$ cat src/lcc_pkg.sv
// Constants and decode functions for the lamp controller configuration registers.
`default_nettype none
package lcc_pkg;

  // Register addresses on the serial register port.
  localparam logic [7:0] ADDR_FAULT_SRC = 8'hF4;
  localparam logic [7:0] ADDR_RANGE_SMP = 8'hF5;

  // Factory defaults; only the low sample rate bit starts at one.
  localparam logic [7:0] RST_FAULT_SRC  = 8'h00;
  localparam logic [7:0] RST_RANGE_SMP  = 8'h08;
  // Bits 5 and 6 of the second register are reserved and read as zero.
  localparam logic [7:0] MASK_RANGE_SMP = 8'h9F;

  // Field positions in fault_and_source_control.
  localparam int BIT_OC_EN       = 0;
  localparam int BIT_DIM_OSC_SRC = 1;
  localparam int BIT_LAMP_SRC    = 2;
  localparam int BIT_DIM_SIG_SRC = 3;
  localparam int BIT_RAMP_OUT    = 4;
  localparam int BIT_RETRY_DIS   = 5;
  localparam int BIT_FAULT_SCOPE = 6;
  localparam int BIT_BURST_DIS   = 7;

  // Field positions in range_and_sampling_control.
  localparam int BIT_UMEM_PERMIT = 0;
  localparam int BIT_DIM_RANGE   = 1;
  localparam int BIT_SAMPLE_RATE = 3;
  localparam int BIT_POWERDOWN   = 7;

  // Band constant k in kilohm times kilohertz per range code.
  localparam logic [3:0] K_BAND0 = 4'h1;
  localparam logic [3:0] K_BAND1 = 4'h2;
  localparam logic [3:0] K_BAND2 = 4'h4;
  localparam logic [3:0] K_BAND3 = 4'h8;

  // Band limits in tenths of a hertz: 22.5-55, 45-110, 90-220, 180-440.
  localparam logic [15:0] BAND0_MIN_DHZ = 16'h00E1;
  localparam logic [15:0] BAND0_MAX_DHZ = 16'h0226;
  localparam logic [15:0] BAND1_MIN_DHZ = 16'h01C2;
  localparam logic [15:0] BAND1_MAX_DHZ = 16'h044C;
  localparam logic [15:0] BAND2_MIN_DHZ = 16'h0384;
  localparam logic [15:0] BAND2_MAX_DHZ = 16'h0898;
  localparam logic [15:0] BAND3_MIN_DHZ = 16'h0708;
  localparam logic [15:0] BAND3_MAX_DHZ = 16'h1130;

  // Lamp cycles between feedback samples per sample rate code.
  localparam logic [5:0] SMP_DIV0 = 6'h04;
  localparam logic [5:0] SMP_DIV1 = 6'h08;
  localparam logic [5:0] SMP_DIV2 = 6'h10;
  localparam logic [5:0] SMP_DIV3 = 6'h20;

  function automatic logic [3:0] bandK(input logic [1:0] code);
    unique case (code)
      2'h0: bandK = K_BAND0;
      2'h1: bandK = K_BAND1;
      2'h2: bandK = K_BAND2;
      2'h3: bandK = K_BAND3;
    endcase
  endfunction

  function automatic logic [5:0] sampleDiv(input logic [1:0] code);
    unique case (code)
      2'h0: sampleDiv = SMP_DIV0;
      2'h1: sampleDiv = SMP_DIV1;
      2'h2: sampleDiv = SMP_DIV2;
      2'h3: sampleDiv = SMP_DIV3;
    endcase
  endfunction

endpackage
`default_nettype wire

$ cat src/lcc_sample_divider.sv
// Lamp cycle divider that paces the lamp current feedback samples.
`timescale 1ns/1ps
`default_nettype none
module lcc_sample_divider (
  input  wire logic       clk,
  input  wire logic       sys_rst,
  input  wire logic       clkEn,
  input  wire logic       clear,
  input  wire logic       lampTick,
  input  wire logic [1:0] rateCode,
  output var  logic       sampleStrobe
);

  logic [5:0] count;
  logic [5:0] next_count;
  logic       next_sampleStrobe;

  always_comb begin
    next_count        = count;
    next_sampleStrobe = 1'b0;
    if (clear) begin
      next_count = 6'h00;
    end else if (lampTick) begin
      // A rate change takes effect at once; a count already past the new
      // limit strobes and restarts from zero on the next lamp tick.
      if (count >= lcc_pkg::sampleDiv(rateCode) - 6'h01) begin
        next_count        = 6'h00;
        next_sampleStrobe = 1'b1;
      end else begin
        next_count = count + 6'h01;
      end
    end
  end

  always_ff @(posedge clk) begin
    if (sys_rst) begin
      count        <= 6'h00;
      sampleStrobe <= 1'b0;
    end else if (clkEn) begin
      count        <= next_count;
      sampleStrobe <= next_sampleStrobe;
    end
  end
endmodule // lcc_sample_divider
`default_nettype wire

$ cat src/lamp_ctrl_config_regs.sv
// Configuration registers of the dual-channel lamp controller.
// Functional notes
// Overcurrent conditions count as faults only while the overcurrent enable is set.
// Dimming oscillator uses its pin resistor at 0, external clock at 1.
// Lamp frequency internal and driven on lamp sync pin at 0, input at 1.
// Burst dimming internal and driven on dim sync pin at 0, external at 1.
// Ramp output select: 0 drives burst dimming, 1 drives ramp on dim sync.
// Autoretry clears faults while retry disable is 0; suppressed at 1.
// Fault scope 0 stops failing channel only; 1 stops both channels.
// Burst dimming runs while its disable bit is 0, off at 1.
// User memory writes rejected unless the write permit bit is 1.
// Two-bit range picks dimming band 22.5-55, 45-110, 90-220, 180-440 Hz.
// Software sets the range to the band holding any external dimming clock.
// Resistor mode band constant k is 1, 2, 4 or 8 per range code.
// Two-bit sample rate field; its low bit resets to 1.
// Sample rate codes sample feedback every 4, 8, 16, 32 lamp cycles.
// Powerdown bit OR pin resets controller, clears faults, keeps register port.
// Both registers reset to defaults and read back every defined bit.
`timescale 1ns/1ps
`default_nettype none
module lamp_ctrl_config_regs (
  input  wire logic       clk,
  input  wire logic       sys_rst,
  input  wire logic       clkEn,
  input  wire logic [7:0] regAddr,
  input  wire logic       regWrEn,
  input  wire logic [7:0] regWrData,
  input  wire logic       regRdEn,
  output var  logic [7:0] regRdData,
  input  wire logic       powerdownPin,
  input  wire logic       dimOscPinIn,
  input  wire logic       lampSyncPinIn,
  output var  logic       lampSyncPinOut,
  output var  logic       lampSyncOeN,
  input  wire logic       dimSyncPinIn,
  output var  logic       dimSyncPinOut,
  output var  logic       dimSyncOeN,
  input  wire logic       lampFreqInt,
  input  wire logic       burstPwmInt,
  input  wire logic       rampInt,
  input  wire logic [1:0] faultIn,
  input  wire logic [1:0] overcurrentIn,
  input  wire logic       retryPulse,
  input  wire logic       userMemWrReq,
  output var  logic       controllerReset,
  output var  logic       dimOscExternal,
  output var  logic       dimOscExtClk,
  output var  logic [3:0] dimBandK,
  output var  logic       lampFreq,
  output var  logic       burstDimPwm,
  output var  logic       retryEnable,
  output var  logic [1:0] chanShutdown,
  output var  logic       userMemWrAccept,
  output var  logic       userMemWrReject,
  output var  logic       sampleStrobe
);

  // Pin synchronisers: bit 0 power-down, 1 dim osc, 2 lamp sync, 3 dim sync.
  logic [3:0] syncFirst;
  logic [3:0] syncSecond;

  always_ff @(posedge clk) begin
    if (sys_rst) begin
      syncFirst  <= 4'h0;
      syncSecond <= 4'h0;
    end else if (clkEn) begin
      syncFirst  <= {dimSyncPinIn, lampSyncPinIn, dimOscPinIn, powerdownPin};
      syncSecond <= syncFirst;
    end
  end

  // Register file.
  logic [7:0] faultSrcCtrl;
  logic [7:0] rangeSmpCtrl;
  logic [7:0] next_faultSrcCtrl;
  logic [7:0] next_rangeSmpCtrl;
  logic [7:0] next_regRdData;

  always_comb begin
    next_faultSrcCtrl = faultSrcCtrl;
    next_rangeSmpCtrl = rangeSmpCtrl;
    next_regRdData    = regRdData;
    if (regWrEn) begin
      unique case (regAddr)
        lcc_pkg::ADDR_FAULT_SRC: next_faultSrcCtrl = regWrData;
        lcc_pkg::ADDR_RANGE_SMP: begin
          next_rangeSmpCtrl = regWrData & lcc_pkg::MASK_RANGE_SMP;
        end
        default: ;
      endcase
    end
    // Reads see the value held before a write in the same cycle.
    if (regRdEn) begin
      unique case (regAddr)
        lcc_pkg::ADDR_FAULT_SRC: next_regRdData = faultSrcCtrl;
        lcc_pkg::ADDR_RANGE_SMP: next_regRdData = rangeSmpCtrl;
        default:                 next_regRdData = 8'h00;
      endcase
    end
  end

  always_ff @(posedge clk) begin
    if (sys_rst) begin
      faultSrcCtrl <= lcc_pkg::RST_FAULT_SRC;
      rangeSmpCtrl <= lcc_pkg::RST_RANGE_SMP;
      regRdData    <= 8'h00;
    end else if (clkEn) begin
      faultSrcCtrl <= next_faultSrcCtrl;
      rangeSmpCtrl <= next_rangeSmpCtrl;
      regRdData    <= next_regRdData;
    end
  end

  // Decoded configuration fields.
  logic       ocEn;
  logic       dimOscSel;
  logic       lampSrcSel;
  logic       dimSigSel;
  logic       rampSel;
  logic       retryDis;
  logic       scopeSel;
  logic       burstDis;
  logic       memPermit;
  logic [1:0] dimRange;
  logic [1:0] rateCode;
  logic       pdNow;

  always_comb begin
    ocEn      = faultSrcCtrl[lcc_pkg::BIT_OC_EN];
    dimOscSel = faultSrcCtrl[lcc_pkg::BIT_DIM_OSC_SRC];
    lampSrcSel = faultSrcCtrl[lcc_pkg::BIT_LAMP_SRC];
    dimSigSel = faultSrcCtrl[lcc_pkg::BIT_DIM_SIG_SRC];
    rampSel   = faultSrcCtrl[lcc_pkg::BIT_RAMP_OUT];
    retryDis  = faultSrcCtrl[lcc_pkg::BIT_RETRY_DIS];
    scopeSel  = faultSrcCtrl[lcc_pkg::BIT_FAULT_SCOPE];
    burstDis  = faultSrcCtrl[lcc_pkg::BIT_BURST_DIS];
    memPermit = rangeSmpCtrl[lcc_pkg::BIT_UMEM_PERMIT];
    dimRange  = rangeSmpCtrl[lcc_pkg::BIT_DIM_RANGE +: 2];
    rateCode  = rangeSmpCtrl[lcc_pkg::BIT_SAMPLE_RATE +: 2];
    pdNow     = syncSecond[0] | rangeSmpCtrl[lcc_pkg::BIT_POWERDOWN];
  end

  // Fault handling and channel shutdown.
  logic [1:0] faultLatched;
  logic [1:0] next_faultLatched;
  logic [1:0] next_chanShutdown;

  always_comb begin
    next_faultLatched = faultLatched;
    if (retryPulse && !retryDis) begin
      next_faultLatched = 2'h0;
    end
    // A new fault in the retry cycle survives the clear.
    next_faultLatched = next_faultLatched | faultIn
                        | (overcurrentIn & {2{ocEn}});
    if (pdNow) begin
      next_faultLatched = 2'h0;
    end
    if (pdNow) begin
      next_chanShutdown = 2'h3;
    end else if (scopeSel) begin
      next_chanShutdown = {2{|next_faultLatched}};
    end else begin
      next_chanShutdown = next_faultLatched;
    end
  end

  always_ff @(posedge clk) begin
    if (sys_rst) begin
      faultLatched <= 2'h0;
      chanShutdown <= 2'h0;
    end else if (clkEn) begin
      faultLatched <= next_faultLatched;
      chanShutdown <= next_chanShutdown;
    end
  end

  // Source selection and pin drive.
  logic       next_lampSyncPinOut;
  logic       next_lampSyncOeN;
  logic       next_dimSyncPinOut;
  logic       next_dimSyncOeN;
  logic       next_lampFreq;
  logic       next_burstDimPwm;
  logic       next_dimOscExtClk;
  logic       lampTick;

  always_comb begin
    next_lampFreq = lampSrcSel ? syncSecond[2] : lampFreqInt;
    next_lampSyncPinOut = lampFreqInt;
    // Pins are released in power-down so a cascaded master can take them.
    next_lampSyncOeN = lampSrcSel | pdNow;
    next_dimSyncPinOut = rampSel ? rampInt : burstPwmInt;
    next_dimSyncOeN = dimSigSel | pdNow;
    // With dimming off the lamps run steadily at full duty.
    if (burstDis) begin
      next_burstDimPwm = 1'b1;
    end else begin
      next_burstDimPwm = dimSigSel ? syncSecond[3] : burstPwmInt;
    end
    next_dimOscExtClk = dimOscSel & syncSecond[1];
    lampTick = next_lampFreq & ~lampFreq;
  end

  // Per-cycle strobes and configuration outputs.
  logic       next_userMemWrAccept;
  logic       next_userMemWrReject;
  logic [3:0] next_dimBandK;

  always_comb begin
    next_userMemWrAccept = userMemWrReq & memPermit;
    next_userMemWrReject = userMemWrReq & ~memPermit;
    next_dimBandK        = lcc_pkg::bandK(dimRange);
  end

  always_ff @(posedge clk) begin
    if (sys_rst) begin
      lampSyncPinOut  <= 1'b0;
      lampSyncOeN     <= 1'b1;
      dimSyncPinOut   <= 1'b0;
      dimSyncOeN      <= 1'b1;
      lampFreq        <= 1'b0;
      burstDimPwm     <= 1'b0;
      dimOscExtClk    <= 1'b0;
      dimOscExternal  <= 1'b0;
      dimBandK        <= lcc_pkg::K_BAND0;
      retryEnable     <= 1'b0;
      controllerReset <= 1'b1;
      userMemWrAccept <= 1'b0;
      userMemWrReject <= 1'b0;
    end else if (clkEn) begin
      lampSyncPinOut  <= next_lampSyncPinOut;
      lampSyncOeN     <= next_lampSyncOeN;
      dimSyncPinOut   <= next_dimSyncPinOut;
      dimSyncOeN      <= next_dimSyncOeN;
      lampFreq        <= next_lampFreq;
      burstDimPwm     <= next_burstDimPwm;
      dimOscExtClk    <= next_dimOscExtClk;
      dimOscExternal  <= dimOscSel;
      dimBandK        <= next_dimBandK;
      retryEnable     <= ~retryDis;
      controllerReset <= pdNow;
      userMemWrAccept <= next_userMemWrAccept;
      userMemWrReject <= next_userMemWrReject;
    end
  end

  lcc_sample_divider u_sample_divider (
    .clk          (clk),
    .sys_rst      (sys_rst),
    .clkEn        (clkEn),
    .clear        (pdNow),
    .lampTick     (lampTick),
    .rateCode     (rateCode),
    .sampleStrobe (sampleStrobe)
  );
endmodule // lamp_ctrl_config_regs
`default_nettype wire

$ cat config.mk
export PLATFORM = sky130hd
export DESIGN_NAME = lamp_ctrl_config_regs
export DESIGN_NICKNAME = d
export VERILOG_FILES = /design/src/lcc_pkg.sv /design/src/lcc_sample_divider.sv /design/src/lamp_ctrl_config_regs.sv
export SDC_FILE = /design/constraint.sdc
export NUM_CORES = 1
export LEC_CHECK = 0
export CAP_MARGIN = 20
export CORE_ASPECT_RATIO = 0.6
export CORE_MARGIN = 2
export CORE_UTILIZATION = 45
export CTS_CLUSTER_SIZE = 14
export DETAILED_ROUTE_END_ITERATION = 10
export DONT_BUFFER_PORTS = 1
export GPL_TIMING_DRIVEN = 0
export PLACE_DENSITY_LB_ADDON = 0.15
export SYNTH_ARGS = -nofsm -noshare
export SYNTH_HDL_FRONTEND = slang
export SYNTH_HIERARCHICAL = 1
export SYNTH_SLANG_ARGS = --single-unit
export TNS_END_PERCENT = 100
$ cat constraint.sdc
create_clock -name clk -period 4.3 [get_ports clk]
set_clock_uncertainty 0.05 [all_clocks]
set_input_delay 1.075 -clock clk [delete_from_list [all_inputs] [get_ports clk]]
set_output_delay 1.075 -clock clk [all_outputs]
set_load 0.01 [all_outputs]
Word-level counts from Yosys, hierarchy flattened
Cells that the tools add are included.
Word-level totals
  register bits after elaboration: 57
  output and inout port bits: 27
Cells by class
  add/subtract/negate cells: 2
  $lt $le $gt $ge: 1
  eq/ne operators: 8
  mux-type cells: 19
  bitwise operators: 13
  reductions and logical operators: 10
Operators with widths (count)
  $mux W6: 5
  $pmux W6 S4: 1
  $eq A8 B8 Y1 const B: 2
  $pmux W4 S4: 1
  $pmux W8 S2: 1
  $eq A2 B2 Y1 const B: 4
  $mux W2: 4
  $mux W1: 7
  $add A6 B1 Y6 const B: 1
  $ge A6 B6 Y1: 1
  $reduce_and A3 Y1: 2
  $sub A6 B1 Y6 const B: 1
  $and A1 B1 Y1: 4
  $eq A2 B1 Y1 const B: 2
  $logic_not A2 Y1: 2
  $or A2 B2 Y2: 2
  $reduce_and A2 Y1: 2
  $not A1 Y1: 3
  $or A1 B1 Y1: 3
  $and A2 B2 Y2: 1
  $reduce_bool A2 Y1: 1
  $reduce_or A2 Y1: 1
  $logic_and A1 B1 Y1: 1
  $logic_not A1 Y1: 1

Longest topological paths before layout
Gate-level depths: netlist (run 1).
  word-level depth: 9
  gate-level depth with buffers: 6
  gate-level depth less buffers: 6

Modules after synthesis
The synthesis (run 1) kept the hierarchy.
Modules (own cells, without submodules)
  lamp_ctrl_config_regs: instances 1, cells each 218, area each 2092.0 µm², seq. area each 1001.0 µm²
  lcc_sample_divider: instances 1, cells each 45, area each 412.9 µm², seq. area each 140.1 µm²

Least setup slack after synthesis (run 1)
No wires, ideal clock.
  kind: in2reg
  from: in regAddr[1]
  to: reg faultSrcCtrl[0]
  library setup time: 0.072 ns
  arrival: 2.062 ns
  required time: 4.178 ns
  slack: 2.116 ns
  stages: 5
  buffers on the path: 1
  cells stage by stage: nand4b_4 > nor3_4 > and3_1 > buf_6 > mux2i_1
Between the ends
  longest elaborated chain between the ends: 2
RTL lines
  from (decl): RTL line lamp_ctrl_config_regs.sv:25  | input wire logic [7:0] regAddr,
  $eq A8 B8 Y1: RTL line lamp_ctrl_config_regs.sv:84  | unique case (regAddr)
  $reduce_and A3 Y1 (no line)
  to (signal assigned): RTL line lamp_ctrl_config_regs.sv:104  | faultSrcCtrl <= lcc_pkg::RST_FAULT_SRC;
  to (signal assigned): RTL line lamp_ctrl_config_regs.sv:108  | faultSrcCtrl <= next_faultSrcCtrl;
  to (decl): RTL line lamp_ctrl_config_regs.sv:73  | logic [7:0] faultSrcCtrl;
No other way between the ends.
A chain may end at the register's enable or synchronous reset.

Worst setup path in the final report (run 1)
  from: in regAddr[0]
  to: reg rangeSmpCtrl[2]
Between the ends
  longest elaborated chain between the ends: 2
RTL lines
  $eq A8 B8 Y1: RTL line lamp_ctrl_config_regs.sv:84
  $reduce_and A3 Y1 (no line)
  to (signal assigned): RTL line lamp_ctrl_config_regs.sv:105  | rangeSmpCtrl <= lcc_pkg::RST_RANGE_SMP;
  to (signal assigned): RTL line lamp_ctrl_config_regs.sv:109  | rangeSmpCtrl <= next_rangeSmpCtrl;
  to (decl): RTL line lamp_ctrl_config_regs.sv:74  | logic [7:0] rangeSmpCtrl;
No other way between the ends.

==> out/results.ini, run 1 <==
[outcome]
status = complete, no violations

[critical_path]
cp_cell_sequence = buf_2, nand3_1, nor4_4, mux2i_1
cp.arrival_ns = 2.25
cp_max_fo = 8
endpoint_kind = flip-flop
critPathKind = in -> reg
cpPeakStageDelay_ns = 0.51
slowest_stage = nor4_4
cp.required_ns = 4.51
cp-start-kind = primary input

[timing]
fin_crit_ns = 2.04
fmax_mhz = 491
final_hold_viol_count = 0
grt_setup_unrepaired = false
setup_viol = 0
fin_tns_setup_ns = 0
slew_viol_final = 0
whs_ns = 0.445
worst_pin_slew_ns = 0.650
period_share = 0.474
slew_headroom = 0.564
worst_slack_ns = 2.26

[routing]
routed_wl_um = 5790
drt-vias-per-instance = 5.41
vias = 1866
dr.pass1.iters = 4
dr.first_iter.drc_count = 86
wl_per_cell_um = 16.8
drc = 0
antenna_left = 0

[clock_network]
cts_tree = yes
htreeDepth = 3
clock_sinks = 57
clock_path_buffers = 2
postCtsHoldBufs = 0
cts_buffers = 9
cts_setup_buffers = 0
cts.clk_slew.worst_paths_ns = 0.06
clock_latency_ns = 0.34
cts_root_buf = clkbuf_8
cts-resized-gates = 0

[floorplanning]
coreArea_mm2 = 0.00520
die_w_um = 100
initial_core_util = 0.481
io_pins = 61
dieArea_mm2 = 0.00620
die_h_um = 61.8
std_cell_rows = 20

[power]
peakVddDrop_mv = 0.222
total_power_mw = 1.14
power.density_mw_per_mm2 = 409
p_leak_nw = 1.06

[finish]
final_nets = 313
syn2layout_area_growth_pct = 11.6
antenna_cells = 0
layout-drive-gt1-share = 0.0968
fin_util = 0.537

[synth]
yosys_most_used_dff = dfxtp_1
syn_inst = 263
ys_seq_area_frac = 0.456
async_flop_share = 0
synth_cell_types = 39
ys_seq_elements = 57
avgSynthCellArea_um2 = 9.52
synth-edff-count = 0
syn_area_mm2 = 0.00250
syn-num-nets = 302
ys_warn_count = 6

[placement]
gp_congestion = 0.754
io_buffers = 0
dp_hpwl_um = 4370
place_ws_ns = 1.91

[hold_path]
min_path_type = reg -> reg

[job]
cap_violations = 0

[global_route]
grt_overflow_total = 0
grt_usage = 0.206
grt_max_degree = 11
grt_antenna_before_repair = 0
grt_pass1_wl_um = 9340
grt_pass1_vias = 1792

## report_power, final
part / switching (mW) / internal [mW] / total [mW]
combinational: 0.0401 / 0.0281 / 0.0682
sequential: 0.0120 / 0.541 / 0.553
clock: 0.206 / 0.315 / 0.521
## final cells by class
| cell class | instances | area, µm² |
|---|---|---|
| plain buffers | 14 | 65.1 |
| clock buffers | 14 | 173 |
| clock inverters | 2 | 35.0 |
| fillers | 484 | 2410 |
| inverters | 3 | 11.3 |
| multi-input cells | 189 | 1290 |
| flip-flops and latches | 57 | 1140 |
| well taps | 66 | 82.6 |
## metrics by stage
step	instance area (µm²)	cells
6_report	2800	345
2_1_floorplan	2500	263
3_5_place_dp	2590	329
4_1_cts	2800	345
3_3_place_gp	2590	329
5_1_grt	2800	345
## layout by cell type, fill, tap and decap left out, drive strengths merged, types with 2 or more instances in the layout
cell	synthesis	final
nor2	41	41
nor2b	4	4
nand4	4	4
nand3b	3	3
xor2	4	4
clkbuf	6	20
a221o	2	2
o21ai	3	3
ha	5	5
nor3	5	5
a21oi	12	12
dfxtp	57	57
a22oi	6	6
buf	8	8
mux2i	31	31
inv	3	3
and3	2	2
nand3	4	4
o22ai	2	2
nand2	10	10
a211oi	8	8
nand2b	31	31
## worst max-delay path: cells and delay by family
| family | cells | cell delay (ns) |
|---|---|---|
| mux | 1 | 0.25 |
| buf+inv | 1 | 0.23 |
| simple gates | 2 | 0.68 |
## routing by layer
layer / wire length, µm / GRT usage / up-vias
met5: 0 / 0 / -
li1: - / - / 939
met1: 2960 / 0.285 / 863
met2: 2250 / 0.286 / 57
met4: 74 / 0.0587 / 0
met3: 502 / 0.0973 / 7
## synth_stat cells (2+ instances only)
library cell	count	area share
xor2_1	4	0.014
a221o_1	2	0.0080
dfxtp_1	57	0.46
o22ai_1	2	0.0050
o21ai_0	2	0.0040
a21oi_1	12	0.024
a22oi_1	6	0.018
ha_1	5	0.025
nand2b_1	31	0.077
inv_1	3	0.0045
nand3_1	4	0.0080
nor3_1	4	0.0080
a211oi_1	7	0.021
nor2b_1	4	0.010
and3_1	2	0.0050
buf_1	3	0.0045
nand4_1	4	0.010
clkbuf_1	6	0.0090
nor2_1	41	0.061
nand3b_1	3	0.0090
mux2i_1	31	0.12
buf_2	4	0.0080
nand2_1	10	0.015
## logic make-up after synthesis
| kind of cell | count (synthesis) | synth area share |
|---|---|---|
| xor+xnor | 5 | 0.0175 |
| fa+ha+maj | 5 | 0.0250 |
| compound gates | 40 | 0.115 |
| other cells | 1 | 0.00150 |
| flops | 57 | 0.456 |
| simple gates | 107 | 0.231 |
| mux | 31 | 0.124 |
| buf+inv | 17 | 0.0305 |
## sequential cells by signal, indices dropped and copies added (netlist names), 2 cells and up
name / count
faultSrcCtrl: 8
chanShutdown: 2
u_sample_divider/count: 6
regRdData: 8
faultLatched: 2
rangeSmpCtrl: 6
dimBandK: 4
syncSecond: 4
syncFirst: 4
## worst paths after layout
kind	start	endpoint	slack, ns	depth (start not counted)
worst min-delay path	syncFirst[3]$_SDFFE_PP0P_	syncFirst[3]$_SDFFE_PP0P_	0.44	2
worst max-delay path	regAddr[0]	rangeSmpCtrl[2]$_SDFFE_PP0P_	2.26	4
worst min register to register	syncFirst[3]$_SDFFE_PP0P_	syncFirst[3]$_SDFFE_PP0P_	0.44	2
worst max register to register	rangeSmpCtrl[4]$_SDFFE_PP0P_	u_sample_divider/count[0]$_SDFFE_PP0P_	2.71	6
No activity file was read; power rests on OpenSTA's default activity.
==> run 2: changes to the inputs <==
- ABC_AREA: not set -> 1
- clock period: 4.3 -> 1.88 ns (I/O delays scaled with it)
==> run 2 against run 1 <==
  * Sequential power up 140%
  * Via count up 22%
  * Register-to-register slack worse by 2.4 ns
  * Flip-flop and latch count unchanged
  * Combinational power rose to 2.9 times the previous value
  * Clock power rose to 2.5 times the previous value
  * Highest routed layer unchanged
  * Critical endpoint is now u_sample_divider/count[4]$_SDFFE_PP0P_
==> out/results.ini, run 2 <==
[clock_network]
cts_buffers = 9  ; unchanged
cts_setup_buffers = 0  ; unchanged
cts_root_buf = clkbuf_8
cts-resized-gates = 0  ; unchanged
cts.clk_slew.worst_paths_ns = 0.06  ; about the same
clock_sinks = 57  ; unchanged
clock_latency_ns = 0.34  ; about the same
cts_tree = yes
clock_path_buffers = 2  ; unchanged
htreeDepth = 3  ; unchanged
postCtsHoldBufs = 0  ; unchanged

[hold_path]
hold_start = sys_rst
holdPathStages = 1  ; -1
min_path_type = in -> reg

[synth]
synth.area.top_cells = dfxtp_1 (44%), nand2_1 (9.8%), nor2_1 (8.0%), a21oi_1 (6.5%), nand3_1 (5.7%)
ys_warn_count = 6  ; unchanged
avgSynthCellArea_um2 = 7.44  ; -22%
ys_seq_elements = 57  ; unchanged
syn_area_mm2 = 0.00261  ; +4.3%
synth-edff-count = 0  ; unchanged
async_flop_share = 0  ; unchanged
ys_seq_area_frac = 0.437  ; -0.0188
syn_inst = 351  ; +33%
synth_top_area_frac = 0.437  ; -0.0188
synth_cell_types = 27  ; -31%
ys_top_cells_by_count = nand2_1 (68), dfxtp_1 (57), nor2_1 (56), a21oi_1 (34), nand3_1 (30)
yosys_most_used_dff = dfxtp_1
synth_most_common_cell = nand2_1
syn-num-nets = 390  ; +29%
synth_top_cell_by_area = dfxtp_1

[placement]
dpl_cell_area_mm2 = 0.00271  ; +4.8%
gp_congestion = 0.788  ; +4.5%
io_buffers = 0  ; unchanged
place_ws_ns = 0.404  ; -1.51 ns
dp_hpwl_um = 4740  ; +8.4%

[finish]
layout_common_cells = nand2_1 (68), dfxtp_1 (57), nor2_1 (56)
antenna_cells = 0  ; unchanged
layout-drive-gt1-share = 0.123  ; +0.0258
final_nets = 401  ; +28%
syn2layout_area_growth_pct = 12.6
final_cell_area_mm2 = 0.00294  ; +5.3%
top_regs = faultSrcCtrl (8), regRdData (8)
layout_commonest_cell = nand2_1
fin_util = 0.526  ; -0.0112

[power]
peakVddDrop_mv = 0.494  ; +120%
power.density_mw_per_mm2 = 954  ; +130%
p_leak_nw = 1.33  ; +25%

[floorplanning]
std_cell_rows = 21  ; +5.0%
coreArea_mm2 = 0.00560  ; +7.5%
die_h_um = 63.0  ; +2.0%
die_w_um = 102  ; +2.0%
io_pins = 61  ; unchanged
dieArea_mm2 = 0.00645  ; +4.1%
initial_core_util = 0.467  ; -0.0144

[routing]
vias = 2269  ; +22%
wl_met2_um = 2610  ; +16%
drt-vias-per-instance = 5.08  ; -6.1%
wl_met3_um = 561  ; +12%
top_layer_used = met4
dr.first_iter.drc_count = 102  ; +19%
dr.pass1.iters = 5  ; +1
routed_wl_um = 6460  ; +12%
drt-met1-wl_um = 3230  ; +9.2%
antenna_left = 0  ; unchanged
drc = 0  ; unchanged
wl_per_cell_um = 14.5  ; -14%

[timing]
slew_headroom = 0.643  ; +0.0795
period_share = 0.818
final_hold_viol_count = 0  ; unchanged
worst_pin_slew_ns = 0.535  ; -0.114 ns
slew_viol_final = 0  ; unchanged
worst_slack_ns = 0.343  ; -1.92 ns
fmax_mhz = 650
setup_viol = 0  ; unchanged
fin_tns_setup_ns = 0  ; unchanged
grt_setup_unrepaired = false
fin_crit_ns = 1.54

[critical_path]
startpoint = rangeSmpCtrl[7]$_SDFFE_PP0P_
endpoint_kind = flip-flop
rr_startpoint = rangeSmpCtrl[7]$_SDFFE_PP0P_
cp_max_fo = 6  ; -2
ff2ff_path_depth = 6  ; unchanged
critPathKind = reg -> reg
cp.required_ns = 2.05  ; -2.46 ns
cp-start-kind = flip-flop
cp.arrival_ns = 1.71  ; -0.54 ns

[global_route]
grt_overflow_total = 0  ; unchanged
grt_antenna_before_repair = 0  ; unchanged
grt_pass1_vias = 2060  ; +15%
grt_usage = 0.214  ; +0.00787
grt_pass1_wl_um = 10400  ; +11%
grt_max_degree = 11  ; unchanged

[job]
cap_violations = 0  ; unchanged

[outcome]
status = complete, no violations

[run 2: cell count changes in the layout (fill, tap and decap cells not counted), moves of 5 or more]
| cell | delta |
|---|---|
| nand3_1 | +26 |
| a22oi_1 | -6 |
| inv_1 | +22 |
| nand2b_1 | -31 |
| inv_2 | +5 |
| nor2_1 | +15 |
| a21oi_1 | +22 |
| mux2i_1 | -31 |
| o21ai_1 | +8 |
| nand4_1 | +6 |
| o21ai_0 | +12 |
| clkbuf_1 | -5 |
| nand2_1 | +58 |
| a211oi_1 | -7 |
[run 2: cell type report]
| cell class | instances | area (µm²) |
|---|---|---|
| multi-input combinational | 248 | 1250 |
| clock buffer | 12 | 155 |
| clock inverter | 4 | 75.1 |
| buffer | 15 | 104 |
| tap | 80 | 100 |
| inverter | 31 | 119 |
| sequential | 57 | 1140 |
| fill | 562 | 2650 |
[run 2: critical path, stage by stage, from the launching register on]
cell and delay [ns]:
dfxtp_1 0.35, nor2_2 0.24, inv_1 0.16, o21ai_0 0.32, nor2_1 0.09, o21bai_1 0.15
a21oi_1 0.06
[run 2: routing by layer]
metal  vias to the layer above  track usage
met3                         5       0.0872
met4                         0       0.0700
met2                        60        0.284
li1                       1172            -
met1                      1032        0.310
met5                         -            0
[run 2: worst paths after layout]
path	endpoint	slack, ns
hold / removal	u_sample_divider/sampleStrobe$_SDFFE_PP0P_	0.15
setup / recovery	u_sample_divider/count[4]$_SDFFE_PP0P_	0.34
setup reg to reg	u_sample_divider/count[4]$_SDFFE_PP0P_	0.34
hold reg to reg	syncSecond[3]$_SDFFE_PP0P_	0.44
[run 2: per-stage QoR]
stage                     hold slack [ns]  power [mW]  cells
final                               0.150        2.81    447
after global routing                0.137        2.92    447
after CTS                           0.138        2.83    447
after detailed placement            0.419        1.53    431
after global placement              0.410        1.52    431
after floorplan                     0.399        1.48    351
[run 2: cell families after synthesis]
kind of cell | after synthesis | share of synthesized area
buf+inv | 46 | 0.0852
flops | 57 | 0.437
compound gates | 62 | 0.125
xor+xnor | 4 | 0.0134
other cells | 1 | 0.00144
fa+ha+maj | 5 | 0.0239
simple gates | 176 | 0.315
[run 2: report_power, final]
group	switching (mW)	internal, mW
logic	0.133	0.0673
registers	0.0439	1.26
clock network	0.489	0.819
